===== config.mk =====
export PLATFORM = sky130hd
export DESIGN_NAME = smio_scan_matrix_io
export DESIGN_NICKNAME = d
export VERILOG_FILES = /design/src/design/smio_scan_matrix_io.v /design/src/design/smio_input_filter.v
export VERILOG_INCLUDE_DIRS = /design/src /design/src/design
export SDC_FILE = /design/constraint.sdc
export NUM_CORES = 2
export LEC_CHECK = 0
export BUFFER_PORTS_ARGS = -buffer_cell sky130_fd_sc_hd__buf_2
export CORE_UTILIZATION = 40
export DETAILED_ROUTE_END_ITERATION = 10
export HOLD_SLACK_MARGIN = 0.03
export SKIP_CTS_REPAIR_TIMING = 1
export SLEW_MARGIN = 20
export SYNTH_ARGS = -nofsm -noshare
export SYNTH_HDL_FRONTEND = slang
export SYNTH_SLANG_ARGS = --single-unit

===== constraint.sdc =====
create_clock -name i_sys_clk -period 3.3 [get_ports i_sys_clk]
set_clock_uncertainty 0.15 [all_clocks]
set_input_delay 0.165 -clock i_sys_clk [delete_from_list [all_inputs] [get_ports i_sys_clk]]
set_output_delay 0.165 -clock i_sys_clk [all_outputs]
set_load 0.05 [all_outputs]

===== src/design/smio_consts.vh =====
// Purpose: Shared constants for the scan matrix I/O unit.
// Assumes: 40 MHz system clock, APB register access, byte offsets.
// Notes:   Holds definitions only; included by bare name.
`ifndef SMIO_CONSTS_VH
`define SMIO_CONSTS_VH

////////////////////////////////////////////////////////////////////////
// Clock and timing (times in ns, counts derived from them).
`define SMIO_CLK_PERIOD_NS    25
`define SMIO_KEY_COMMONS      8
`define SMIO_KEY_CYCLE_NS     11680000
`define SMIO_KEY_SLOT_CYC     (`SMIO_KEY_CYCLE_NS / `SMIO_KEY_COMMONS / `SMIO_CLK_PERIOD_NS)
`define SMIO_LAMP_COMMONS     4
`define SMIO_LAMP_ON_NS       1460000
`define SMIO_LAMP_CYCLE_NS    5840000
`define SMIO_LAMP_SLOT_CYC    (`SMIO_LAMP_CYCLE_NS / `SMIO_LAMP_COMMONS / `SMIO_CLK_PERIOD_NS)
`define SMIO_FILT_NS          3000000
`define SMIO_FILT_CYC         ((`SMIO_FILT_NS + `SMIO_CLK_PERIOD_NS - 1) / `SMIO_CLK_PERIOD_NS)
`define SMIO_MAX_DELAY_NS     16000000

////////////////////////////////////////////////////////////////////////
// Register byte offsets.
`define SMIO_OFS_CTRL         8'h00
`define SMIO_OFS_STATUS       8'h04
`define SMIO_OFS_MASK         8'h08
`define SMIO_OFS_KEY_LO       8'h0c
`define SMIO_OFS_KEY_HI       8'h10
`define SMIO_OFS_LAMP_A       8'h14
`define SMIO_OFS_LAMP_B       8'h18
`define SMIO_OFS_DIN          8'h1c
`define SMIO_OFS_DOUT         8'h20
`define SMIO_OFS_STATION      8'h24
`define SMIO_OFS_ALARM        8'h28

////////////////////////////////////////////////////////////////////////
// Field positions and reset values.
`define SMIO_CTRL_KEY_EN      0
`define SMIO_CTRL_LAMP_EN     1
`define SMIO_CTRL_RESET       32'h0000_0003
`define SMIO_ST_KEY_CHG       0
`define SMIO_ST_DIN_CHG       1
`define SMIO_ST_LINK_ERR      2
`define SMIO_ST_CONFLICT      3
`define SMIO_ST_BITS          4
`define SMIO_UNIT_POINTS      32

`endif


===== src/design/smio_scan_matrix_io.v =====
// Purpose: Operation panel I/O unit: key matrix scan, lamp matrix
//          multiplex, filtered plain inputs, plain outputs, station
//          switches and per-station alarm lamps, over APB.
// Assumes: One 40 MHz clock; synchronous active-high reset.
// Notes:   Pin inputs pass two flops before use.
//
// Functional notes
// Key input is eight commons by eight data.
// Key data captured only while common is low.
// All eight key commons cycle in 11.68 ms.
// Panel holds keys at least one ladder cycle.
// Lamp lights only while its common is high.
// Four lamp commons, 1.46 ms each, 5.84 ms.
// Addresses in 32 point units from switches.
// Installer sets three distinct stations 0 to 7.
// Installer normally sets switches 0, 1, 2.
// Alarm lamp per station lit on link error.
// Plain inputs map to consecutive input addresses.
// Machine holds plain inputs 40 ms or more.
// Plain input change reflected within 16 ms.
// Plain inputs filtered against short chatter.
`timescale 1ns/10ps
`include "smio_consts.vh"
module smio_scan_matrix_io #(
    parameter KEY_SLOT_CYC  = `SMIO_KEY_SLOT_CYC,
    parameter LAMP_SLOT_CYC = `SMIO_LAMP_SLOT_CYC,
    parameter FILT_CYC      = `SMIO_FILT_CYC
) (
    // Clock and reset.
    input  wire        i_sys_clk,
    input  wire        i_reset,
    // APB slave.
    input  wire        i_psel,
    input  wire        i_penable,
    input  wire        i_pwrite,
    input  wire [7:0]  i_paddr,
    input  wire [31:0] i_pwdata,
    output wire [31:0] o_prdata,
    output wire        o_pready,
    output wire        o_pslverr,
    // Key matrix (active low on both sides).
    output wire [7:0]  o_key_matrix_common_lines_n,
    input  wire [7:0]  i_key_matrix_data_lines_n,
    // Lamp matrix, banks A and B.
    output wire [3:0]  o_lamp_matrix_common_a,
    output wire [3:0]  o_lamp_matrix_common_b,
    output wire [7:0]  o_lamp_matrix_data_lines_a_n,
    output wire [7:0]  o_lamp_matrix_data_lines_b_n,
    // Plain digital inputs and outputs.
    input  wire [31:0] i_plain_inputs,
    output wire [31:0] o_plain_outputs,
    // Station switches.
    input  wire [2:0]  i_first_scan_station_switch,
    input  wire [2:0]  i_second_scan_station_switch,
    input  wire [2:0]  i_plain_io_station_switch,
    // Link error levels from the link logic, one per station.
    input  wire [2:0]  i_station_link_error,
    // Alarm lamps and interrupt.
    output wire        o_first_station_alarm_led,
    output wire        o_second_station_alarm_led,
    output wire        o_third_station_alarm_led,
    output wire        o_irq
);
    localparam KW = $clog2(KEY_SLOT_CYC + 1);
    localparam LW = $clog2(LAMP_SLOT_CYC + 1);

    ////////////////////////////////////////////////////////////////////
    // Address decode used by both the write enable and the error paths.
    function addr_valid;
        input [7:0] a;
        begin
            case (a)
                `SMIO_OFS_CTRL, `SMIO_OFS_STATUS, `SMIO_OFS_MASK,
                `SMIO_OFS_KEY_LO, `SMIO_OFS_KEY_HI, `SMIO_OFS_LAMP_A,
                `SMIO_OFS_LAMP_B, `SMIO_OFS_DIN, `SMIO_OFS_DOUT,
                `SMIO_OFS_STATION, `SMIO_OFS_ALARM: addr_valid = 1'b1;
                default: addr_valid = 1'b0;
            endcase
        end
    endfunction

    // Base point address of a station: 32 points per station number.
    function [7:0] unit_base;
        input [2:0] st;
        begin
            unit_base = {st, 5'h00};
        end
    endfunction

    ////////////////////////////////////////////////////////////////////
    // Software registers.
    reg [31:0] ctrl_q;          // Scan and lamp enables.
    reg [`SMIO_ST_BITS-1:0] status_q; // Sticky events.
    reg [`SMIO_ST_BITS-1:0] status_d; // Next sticky events.
    reg [`SMIO_ST_BITS-1:0] mask_q;   // Interrupt mask.
    reg [31:0] lamp_a_q;        // Bank A lamp image, 8 bits per common.
    reg [31:0] lamp_b_q;        // Bank B lamp image.
    reg [31:0] dout_q;          // Plain output image.
    reg [31:0] prdata_q;        // Read data.
    reg        pready_q;        // Access phase answer.
    reg        pslverr_q;       // Unmapped address flag.
    reg        irq_q;           // Interrupt level.

    ////////////////////////////////////////////////////////////////////
    // Synchronisers and scan state.
    reg [7:0]  key_meta_q;      // First flop of key data.
    reg [7:0]  key_sync_q;      // Second flop of key data.
    reg [31:0] din_meta_q;      // First flop of plain inputs.
    reg [31:0] din_sync_q;      // Second flop of plain inputs.
    reg [8:0]  sw_meta_q;       // First flop of the three switches.
    reg [8:0]  sw_sync_q;       // Second flop of the three switches.
    reg [KW-1:0] key_cnt_q;     // Cycles within a key slot.
    reg [2:0]  key_idx_q;       // Active key common.
    reg [7:0]  key_com_q;       // Key commons, active low.
    reg [63:0] key_q;           // Captured key image, 1 = pressed.
    reg        key_chg_q;       // Key image changed this cycle.
    reg [LW-1:0] lamp_cnt_q;    // Cycles within a lamp slot.
    reg [1:0]  lamp_idx_q;      // Active lamp common.
    reg [1:0]  lamp_idx_d;      // Next lamp common.
    reg [3:0]  lamp_com_a_q;    // Bank A commons, active high.
    reg [3:0]  lamp_com_b_q;    // Bank B commons, active high.
    reg [7:0]  lamp_dat_a_q;    // Bank A data, active low.
    reg [7:0]  lamp_dat_b_q;    // Bank B data, active low.
    reg [2:0]  alarm_q;         // Alarm lamps per station.
    reg        conflict_q;      // Station numbers collide.
    reg [31:0] rd_mux;          // Read mux output.

    wire [31:0] din_filt;       // Filtered plain inputs.
    wire [31:0] din_chg;        // Per-bit acceptance pulses.
    wire        key_en  = ctrl_q[`SMIO_CTRL_KEY_EN];
    wire        lamp_en = ctrl_q[`SMIO_CTRL_LAMP_EN];
    wire [2:0]  st1 = sw_sync_q[2:0];
    wire [2:0]  st2 = sw_sync_q[5:3];
    wire [2:0]  st3 = sw_sync_q[8:6];
    wire        conflict = (st1 == st2) | (st1 == st3) | (st2 == st3);
    wire        key_end  = (key_cnt_q == KEY_SLOT_CYC[KW-1:0] - 1'b1);
    wire        lamp_end = (lamp_cnt_q == LAMP_SLOT_CYC[LW-1:0] - 1'b1);
    wire        acc      = i_psel & i_penable;
    wire        wr_en    = acc & i_pwrite & pready_q &
                           addr_valid(i_paddr);

    ////////////////////////////////////////////////////////////////////
    // Two-flop synchronisers for every pin input.
    always @(posedge i_sys_clk) begin
        if (i_reset) begin
            key_meta_q <= 8'hff;
            key_sync_q <= 8'hff;
            din_meta_q <= 32'h0000_0000;
            din_sync_q <= 32'h0000_0000;
            sw_meta_q  <= 9'h000;
            sw_sync_q  <= 9'h000;
        end else begin
            key_meta_q <= i_key_matrix_data_lines_n;
            key_sync_q <= key_meta_q;
            din_meta_q <= i_plain_inputs;
            din_sync_q <= din_meta_q;
            sw_meta_q  <= {i_plain_io_station_switch,
                           i_second_scan_station_switch,
                           i_first_scan_station_switch};
            sw_sync_q  <= sw_meta_q;
        end
    end

    ////////////////////////////////////////////////////////////////////
    // Key scan: one common low per slot, eight slots per cycle. The
    // row is captured on the last cycle of its slot, while its common
    // is still low, so data settles for all but the last two cycles of the slot.
    always @(posedge i_sys_clk) begin
        if (i_reset) begin
            key_cnt_q <= {KW{1'b0}};
            key_idx_q <= 3'h0;
            key_com_q <= 8'hff;
            key_q     <= 64'h0;
            key_chg_q <= 1'b0;
        end else begin
            key_chg_q <= 1'b0;
            if (!key_en) begin
                // Stopped scan releases every common.
                key_cnt_q <= {KW{1'b0}};
                key_idx_q <= 3'h0;
                key_com_q <= 8'hff;
            end else if (key_com_q == 8'hff) begin
                // First slot after enabling starts with common 0.
                key_com_q <= ~(8'h01 << key_idx_q);
            end else if (key_end) begin
                key_cnt_q <= {KW{1'b0}};
                key_q[key_idx_q*8 +: 8] <= ~key_sync_q;
                key_chg_q <= (key_q[key_idx_q*8 +: 8] != ~key_sync_q);
                key_idx_q <= key_idx_q + 3'h1;
                key_com_q <= ~(8'h01 << (key_idx_q + 3'h1));
            end else begin
                key_cnt_q <= key_cnt_q + 1'b1;
            end
        end
    end

    ////////////////////////////////////////////////////////////////////
    // Lamp common sequence: the next index feeds commons and data on
    // the same edge, so a lamp never sees another common's data.
    always @* begin
        lamp_idx_d = lamp_idx_q;
        if (lamp_en && lamp_end) begin
            lamp_idx_d = lamp_idx_q + 2'h1;
        end else if (!lamp_en) begin
            lamp_idx_d = 2'h0;
        end
    end

    // Lamp outputs: data low lights a lamp while its common is high.
    always @(posedge i_sys_clk) begin
        if (i_reset) begin
            lamp_cnt_q   <= {LW{1'b0}};
            lamp_idx_q   <= 2'h0;
            lamp_com_a_q <= 4'h0;
            lamp_com_b_q <= 4'h0;
            lamp_dat_a_q <= 8'hff;
            lamp_dat_b_q <= 8'hff;
        end else begin
            lamp_idx_q <= lamp_idx_d;
            if (!lamp_en || lamp_end || lamp_com_a_q == 4'h0) begin
                lamp_cnt_q <= {LW{1'b0}};
            end else begin
                lamp_cnt_q <= lamp_cnt_q + 1'b1;
            end
            if (lamp_en) begin
                lamp_com_a_q <= 4'h1 << lamp_idx_d;
                lamp_com_b_q <= 4'h1 << lamp_idx_d;
                lamp_dat_a_q <= ~lamp_a_q[lamp_idx_d*8 +: 8];
                lamp_dat_b_q <= ~lamp_b_q[lamp_idx_d*8 +: 8];
            end else begin
                // Disabled: commons low and data high, all dark.
                lamp_com_a_q <= 4'h0;
                lamp_com_b_q <= 4'h0;
                lamp_dat_a_q <= 8'hff;
                lamp_dat_b_q <= 8'hff;
            end
        end
    end

    ////////////////////////////////////////////////////////////////////
    // One chatter filter per plain input.
    genvar g;
    generate
        for (g = 0; g < 32; g = g + 1) begin : g_filt
            smio_input_filter #(
                .FILT_CYC (FILT_CYC)
            ) u_filt (
                .i_sys_clk (i_sys_clk),
                .i_reset   (i_reset),
                .i_level   (din_sync_q[g]),
                .o_level   (din_filt[g]),
                .o_change  (din_chg[g])
            );
        end
    endgenerate

    ////////////////////////////////////////////////////////////////////
    // Alarm lamps follow each station's link error level, and the
    // station collision flag starts set so reset fakes no rise.
    always @(posedge i_sys_clk) begin
        if (i_reset) begin
            alarm_q    <= 3'h0;
            conflict_q <= 1'b1;
        end else begin
            alarm_q    <= i_station_link_error;
            conflict_q <= conflict;
        end
    end

    ////////////////////////////////////////////////////////////////////
    // Sticky status: a new event in the clearing cycle stays set.
    always @* begin
        status_d = status_q;
        if (wr_en && i_paddr == `SMIO_OFS_STATUS) begin
            status_d = status_q & ~i_pwdata[`SMIO_ST_BITS-1:0];
        end
        if (key_chg_q) begin
            status_d[`SMIO_ST_KEY_CHG] = 1'b1;
        end
        if (|din_chg) begin
            status_d[`SMIO_ST_DIN_CHG] = 1'b1;
        end
        if (|(i_station_link_error & ~alarm_q)) begin
            status_d[`SMIO_ST_LINK_ERR] = 1'b1;
        end
        if (conflict && !conflict_q) begin
            status_d[`SMIO_ST_CONFLICT] = 1'b1;
        end
    end

    ////////////////////////////////////////////////////////////////////
    // Read mux over the register map.
    always @* begin
        rd_mux = 32'h0000_0000;
        case (i_paddr)
            `SMIO_OFS_CTRL:    rd_mux = ctrl_q;
            `SMIO_OFS_STATUS:  rd_mux[`SMIO_ST_BITS-1:0] = status_q;
            `SMIO_OFS_MASK:    rd_mux[`SMIO_ST_BITS-1:0] = mask_q;
            `SMIO_OFS_KEY_LO:  rd_mux = key_q[31:0];
            `SMIO_OFS_KEY_HI:  rd_mux = key_q[63:32];
            `SMIO_OFS_LAMP_A:  rd_mux = lamp_a_q;
            `SMIO_OFS_LAMP_B:  rd_mux = lamp_b_q;
            `SMIO_OFS_DIN:     rd_mux = din_filt;
            `SMIO_OFS_DOUT:    rd_mux = dout_q;
            `SMIO_OFS_STATION: begin
                // Switches, then first and last plain input address.
                rd_mux[8:0]   = sw_sync_q;
                rd_mux[9]     = conflict_q;
                rd_mux[23:16] = unit_base(st3);
                rd_mux[31:24] = unit_base(st3 + 3'h1) -
                                8'h01;
            end
            `SMIO_OFS_ALARM:   rd_mux[2:0] = alarm_q;
            default:           rd_mux = 32'h0000_0000;
        endcase
    end

    ////////////////////////////////////////////////////////////////////
    // APB slave: one wait state; writes land at the pready edge.
    always @(posedge i_sys_clk) begin
        if (i_reset) begin
            ctrl_q    <= `SMIO_CTRL_RESET;
            status_q  <= {`SMIO_ST_BITS{1'b0}};
            mask_q    <= {`SMIO_ST_BITS{1'b0}};
            lamp_a_q  <= 32'h0000_0000;
            lamp_b_q  <= 32'h0000_0000;
            dout_q    <= 32'h0000_0000;
            prdata_q  <= 32'h0000_0000;
            pready_q  <= 1'b0;
            pslverr_q <= 1'b0;
            irq_q     <= 1'b0;
        end else begin
            status_q <= status_d;
            irq_q    <= |(status_q & mask_q);
            pready_q <= acc & ~pready_q;
            if (acc && !pready_q) begin
                // Answer prepared during the first access cycle.
                prdata_q  <= i_pwrite ? 32'h0000_0000 : rd_mux;
                pslverr_q <= ~addr_valid(i_paddr);
            end else begin
                pslverr_q <= 1'b0;
            end
            if (wr_en) begin
                case (i_paddr)
                    `SMIO_OFS_CTRL:   ctrl_q <= i_pwdata & 32'h0000_0003;
                    `SMIO_OFS_MASK:
                        mask_q <= i_pwdata[`SMIO_ST_BITS-1:0];
                    `SMIO_OFS_LAMP_A: lamp_a_q <= i_pwdata;
                    `SMIO_OFS_LAMP_B: lamp_b_q <= i_pwdata;
                    `SMIO_OFS_DOUT:   dout_q <= i_pwdata;
                    default:          ctrl_q <= ctrl_q;
                endcase
            end
        end
    end

    ////////////////////////////////////////////////////////////////////
    // Output wiring, all from flops.
    assign o_prdata   = prdata_q;
    assign o_pready   = pready_q;
    assign o_pslverr  = pslverr_q;
    assign o_key_matrix_common_lines_n  = key_com_q;
    assign o_lamp_matrix_common_a       = lamp_com_a_q;
    assign o_lamp_matrix_common_b       = lamp_com_b_q;
    assign o_lamp_matrix_data_lines_a_n = lamp_dat_a_q;
    assign o_lamp_matrix_data_lines_b_n = lamp_dat_b_q;
    assign o_plain_outputs  = dout_q;
    assign o_first_station_alarm_led  = alarm_q[0];
    assign o_second_station_alarm_led = alarm_q[1];
    assign o_third_station_alarm_led  = alarm_q[2];
    assign o_irq = irq_q;
endmodule


===== src/design/smio_input_filter.v =====
// Purpose: Chatter filter for one plain digital input.
// Assumes: Input already passed a two-flop synchroniser.
// Notes:   Output follows the input only after it stays stable.
`timescale 1ns/10ps
module smio_input_filter #(
    parameter FILT_CYC = 120000
) (
    // Clock and reset.
    input  wire i_sys_clk,
    input  wire i_reset,
    // Level in and filtered level out.
    input  wire i_level,
    output wire o_level,
    output wire o_change
);
    localparam CW = $clog2(FILT_CYC + 1);

    reg [CW-1:0] cnt_q;      // Cycles the input has differed.
    reg          level_q;    // Accepted level.
    reg          change_q;   // One-cycle pulse on acceptance.

    ////////////////////////////////////////////////////////////////////
    // Count while the input differs; accept it at the full interval.
    always @(posedge i_sys_clk) begin
        if (i_reset) begin
            cnt_q    <= {CW{1'b0}};
            level_q  <= 1'b0;
            change_q <= 1'b0;
        end else begin
            change_q <= 1'b0;
            if (i_level == level_q) begin
                // A bounce back restarts the interval.
                cnt_q <= {CW{1'b0}};
            end else if (cnt_q == FILT_CYC[CW-1:0] - 1'b1) begin
                level_q  <= i_level;
                change_q <= 1'b1;
                cnt_q    <= {CW{1'b0}};
            end else begin
                cnt_q <= cnt_q + 1'b1;
            end
        end
    end

    assign o_level  = level_q;
    assign o_change = change_q;
endmodule


==> out/summary.txt <==
result of the run = complete, no violations
Synth cell types = 74
number of buffer cells added on primary ports = 198
Post-synth ARST share = 0
top cells by count, synth = 981 x dfxtp_1, 840 x nor2_1, 415 x nand2_1, 331 x xor2_1, 257 x nand3_1
static leakage = 0.0172 uW
total wire length after detailed routing = 108 mm
CORE AREA = 0.101 mm2
number of enable-type register cells in the synthesized netlist = 0
wire length of the first global-routing pass = 166 mm
count of fill cells added during filler insertion = 9,750
die area = 0.104 mm2
# DRC = 0
Pre-antenna DRT Iters = 8
CTS sink count = 981
number of warnings reported in the yosys synthesis log = 0
required time of the worst setup path = 3790 ps
CTS Buf Count = 104
GRT overflow = 0
list of cells traversed by the critical path = ha_1 -> and4bb_2 -> nand4_2 -> xnor2_2 -> nand2_2 -> buf_4 -> mux2i_1 -> o22a_1
Starting Density = 0.406
DRC violation total after the first TritonRoute iteration = 2,680
maximum frequency from static timing analysis = 363 MHz
mean cell area of the mapped netlist = 8.95 um2
area added between synthesis and finish = 17.2%
post-route setup TNS = 0 ps
endpoint type of the worst setup path = flop
Fin Hold WS = 49.6 ps
combined area of all synthesized cells = 0.0409 mm2
origin of the worst setup path = lamp_cnt_q[0]
net count of the mapped netlist = 4,709
number of setup violations in the final report = 0
launch point of the worst reg-to-reg path = lamp_cnt_q[0]
setup slack of the most critical reg-to-reg path = 540 ps
total track usage = 0.202
reg-to-reg critical path endpoint = o_lamp_matrix_data_lines_a_n[5]
library cell occupying the most area in the post-synthesis netlist = dfxtp_1
Tcrit/Tclk final = 0.836
H-Tree Depth = 3
Slew HR = 0.378
number of global-route vias before repair = 29.1k
final hold violations = 0
delay of the slowest cell on the worst path = 440 ps
CTS Root Buffer Type = clkbuf_16
max-cap viol count = 0
dominant register cell in the synthesized netlist = dfxtp_1
area share of the largest cell type after synthesis = 0.480
cell type of the slowest stage on the worst timing path = mux2i_1
proportion of layout cells with a drive suffix above 1 = 0.0994
total power = 25,500 uW
path class of the lowest-slack min-delay path = input port to flop
Area contributors post-synth = dfxtp_1 48%, nor2_1 7.7%, xor2_1 7.1%, xnor2_1 4.3%, nand2_1 3.8%
number of vias after detailed routing = 32.0k
final count of pins violating max slew = 0
Critical Path End = o_lamp_matrix_data_lines_a_n[5]
die width = 322 um
Core Rows = 116
layout net count = 4,967
maximum count of clock buffers along a single path = 3
die height = 322 um
clock tree from TritonCTS = built
average routed wire per standard cell = 17.2 um
CP Class = flop to flop
GPL Wtd Cong = 0.958
setup repair after global routing missed its margin = no
residual antenna-violating net count after detailed routing = 0
antenna violations before repair = 1
Crit path arrival time = 3250 ps
top-level I/O count = 199
number of standard cells after synthesis = 4,568
sequential area share after synthesis = 0.480
worst reg-to-reg path cell count = 8
Reg clk slew, reported paths = 60 ps
post-synthesis sequential element count = 981
most frequent cell after synthesis = dfxtp_1
HPWL after detailed placement = 77.7 mm
Final min period = 2760 ps
element type at the critical path start = flop
worst vdd rail ir drop = 0.483 mV
clock network latency to the later pin of the worst-skew pair = 710 ps
Max FO, Critical Path = 19
pin count of the biggest net entering global routing = 110
measured slew at the worst slew-check pin = 932 ps
via density per instance = 5.10
power per unit of standard cell area = 532 mW/mm2
-- cells in the final DEF, fill, tap and decap left out, types with 13 or more instances in the layout --
master and count:
o21ai_0 48, bufinv_16 15, nor4b_1 17, nand3_1 257
mux2i_1 141, ha_1 44, and3_1 106, xnor2_1 203
mux2_2 15, nand4_1 99, and4_1 59, nor3b_1 16
nor2_1 840, a211oi_1 22, clkinv_2 17, or2_2 21
nor4_1 33, nand2_1 415, and2_1 21, buf_2 197
dfxtp_1 980, xor2_1 331, a22oi_1 53, clkbuf_8 20
nor2b_1 107, nand2b_1 50, dlygate4sd3_1 110, a22o_1 13
buf_4 42, clkbuf_1 15, clkbuf_16 104, inv_1 71
o22ai_1 18, or3_1 29, nor3_1 53, a21oi_1 163
-- area by class of cell --
class / instances / area (um2) / area share
inverters: 71 / 267 / 0.00556
clock buffers: 138 / 2920 / 0.0609
multi-input cells: 3316 / 20200 / 0.420
repair buffers: 352 / 2450 / 0.0511
diodes: 1 / 2.50 / 0.0000522
well taps: 1357 / 1700 / 0.0354
flip-flops and latches: 981 / 19600 / 0.410
clock inverters: 53 / 811 / 0.0169
-- routing by layer --
layer  track usage  wire (um)  share of wire  vias to the layer above
li1              -          -              -                    15993
met1         0.284      51300           0.48                    15017
met2         0.312      47100           0.44                      792
met3        0.0333       5900          0.055                      190
met4        0.0707       3560          0.033                        0
met5             0          0              0                        -
-- cells by family (layout without fill, tap and decap cells) --
family / Yosys count / in the layout / synth area share
AO/OA/AOI/OAI: 386 / 386 / 0.0600
multiplexers: 168 / 168 / 0.0452
adder cells (fa/ha/maj): 44 / 44 / 0.0135
XOR/XNOR: 535 / 535 / 0.115
flip-flops: 981 / 981 / 0.480
buffers and inverters: 271 / 614 / 0.0278
AND/OR/NAND/NOR: 2183 / 2183 / 0.259
other: 0 / 1 / 0
-- worst min path at each step --
stage,end,cells after the start,startpoint,slack [ps]
global route,din_meta_q[31],3,i_plain_inputs[31],30
detailed placement,key_meta_q[1],2,i_key_matrix_data_lines_n[1],200
CTS,key_meta_q[3],2,i_key_matrix_data_lines_n[3],-550
floorplan,key_meta_q[0],1,i_key_matrix_data_lines_n[0],120
finish,din_meta_q[31],3,i_plain_inputs[31],50
global placement,key_meta_q[6],2,i_key_matrix_data_lines_n[6],200
-- worst max-delay path: cells and delay by family, from the launching register on --
family / cells / cell delay (ps)
AOI/OAI and AO/OA: 1 / 200
xor gates and xnor gates: 1 / 220
buffers and inverters: 1 / 390
muxes: 1 / 440
and+or+nand+nor: 3 / 650
DFF: 1 / 390
adders and majority gates: 1 / 250
-- power by group --
group	internal (uW)	switching [uW]	total, uW
Combinational	356	617	972
Clock	7450	5020	12500
Sequential	12000	105	12100
Total	19800	5740	25500
-- flip-flops by register name (all words and copies together) (netlist names), 32 cells and up --
signal	flops
din_sync_q	32
g_filt.u_filt.o_level	32
g_filt.u_filt.cnt_q	544
o_prdata	32
din_meta_q	32
key_q	64
lamp_b_q	32
g_filt.u_filt.o_change	32
o_plain_outputs	32
lamp_a_q	32
-- stage by stage --
step                 util  worst slack [ps]  cells  area (um2)
global placement    0.428               606   5966       43100
finish              0.476               541   6269       47900
detailed placement  0.428               566   5966       43100
global route        0.476               417   6268       47900
CTS                 0.465               599   6157       46800
floorplan               -               653   4568       40900
No activity file was read; power rests on OpenSTA's default activity.
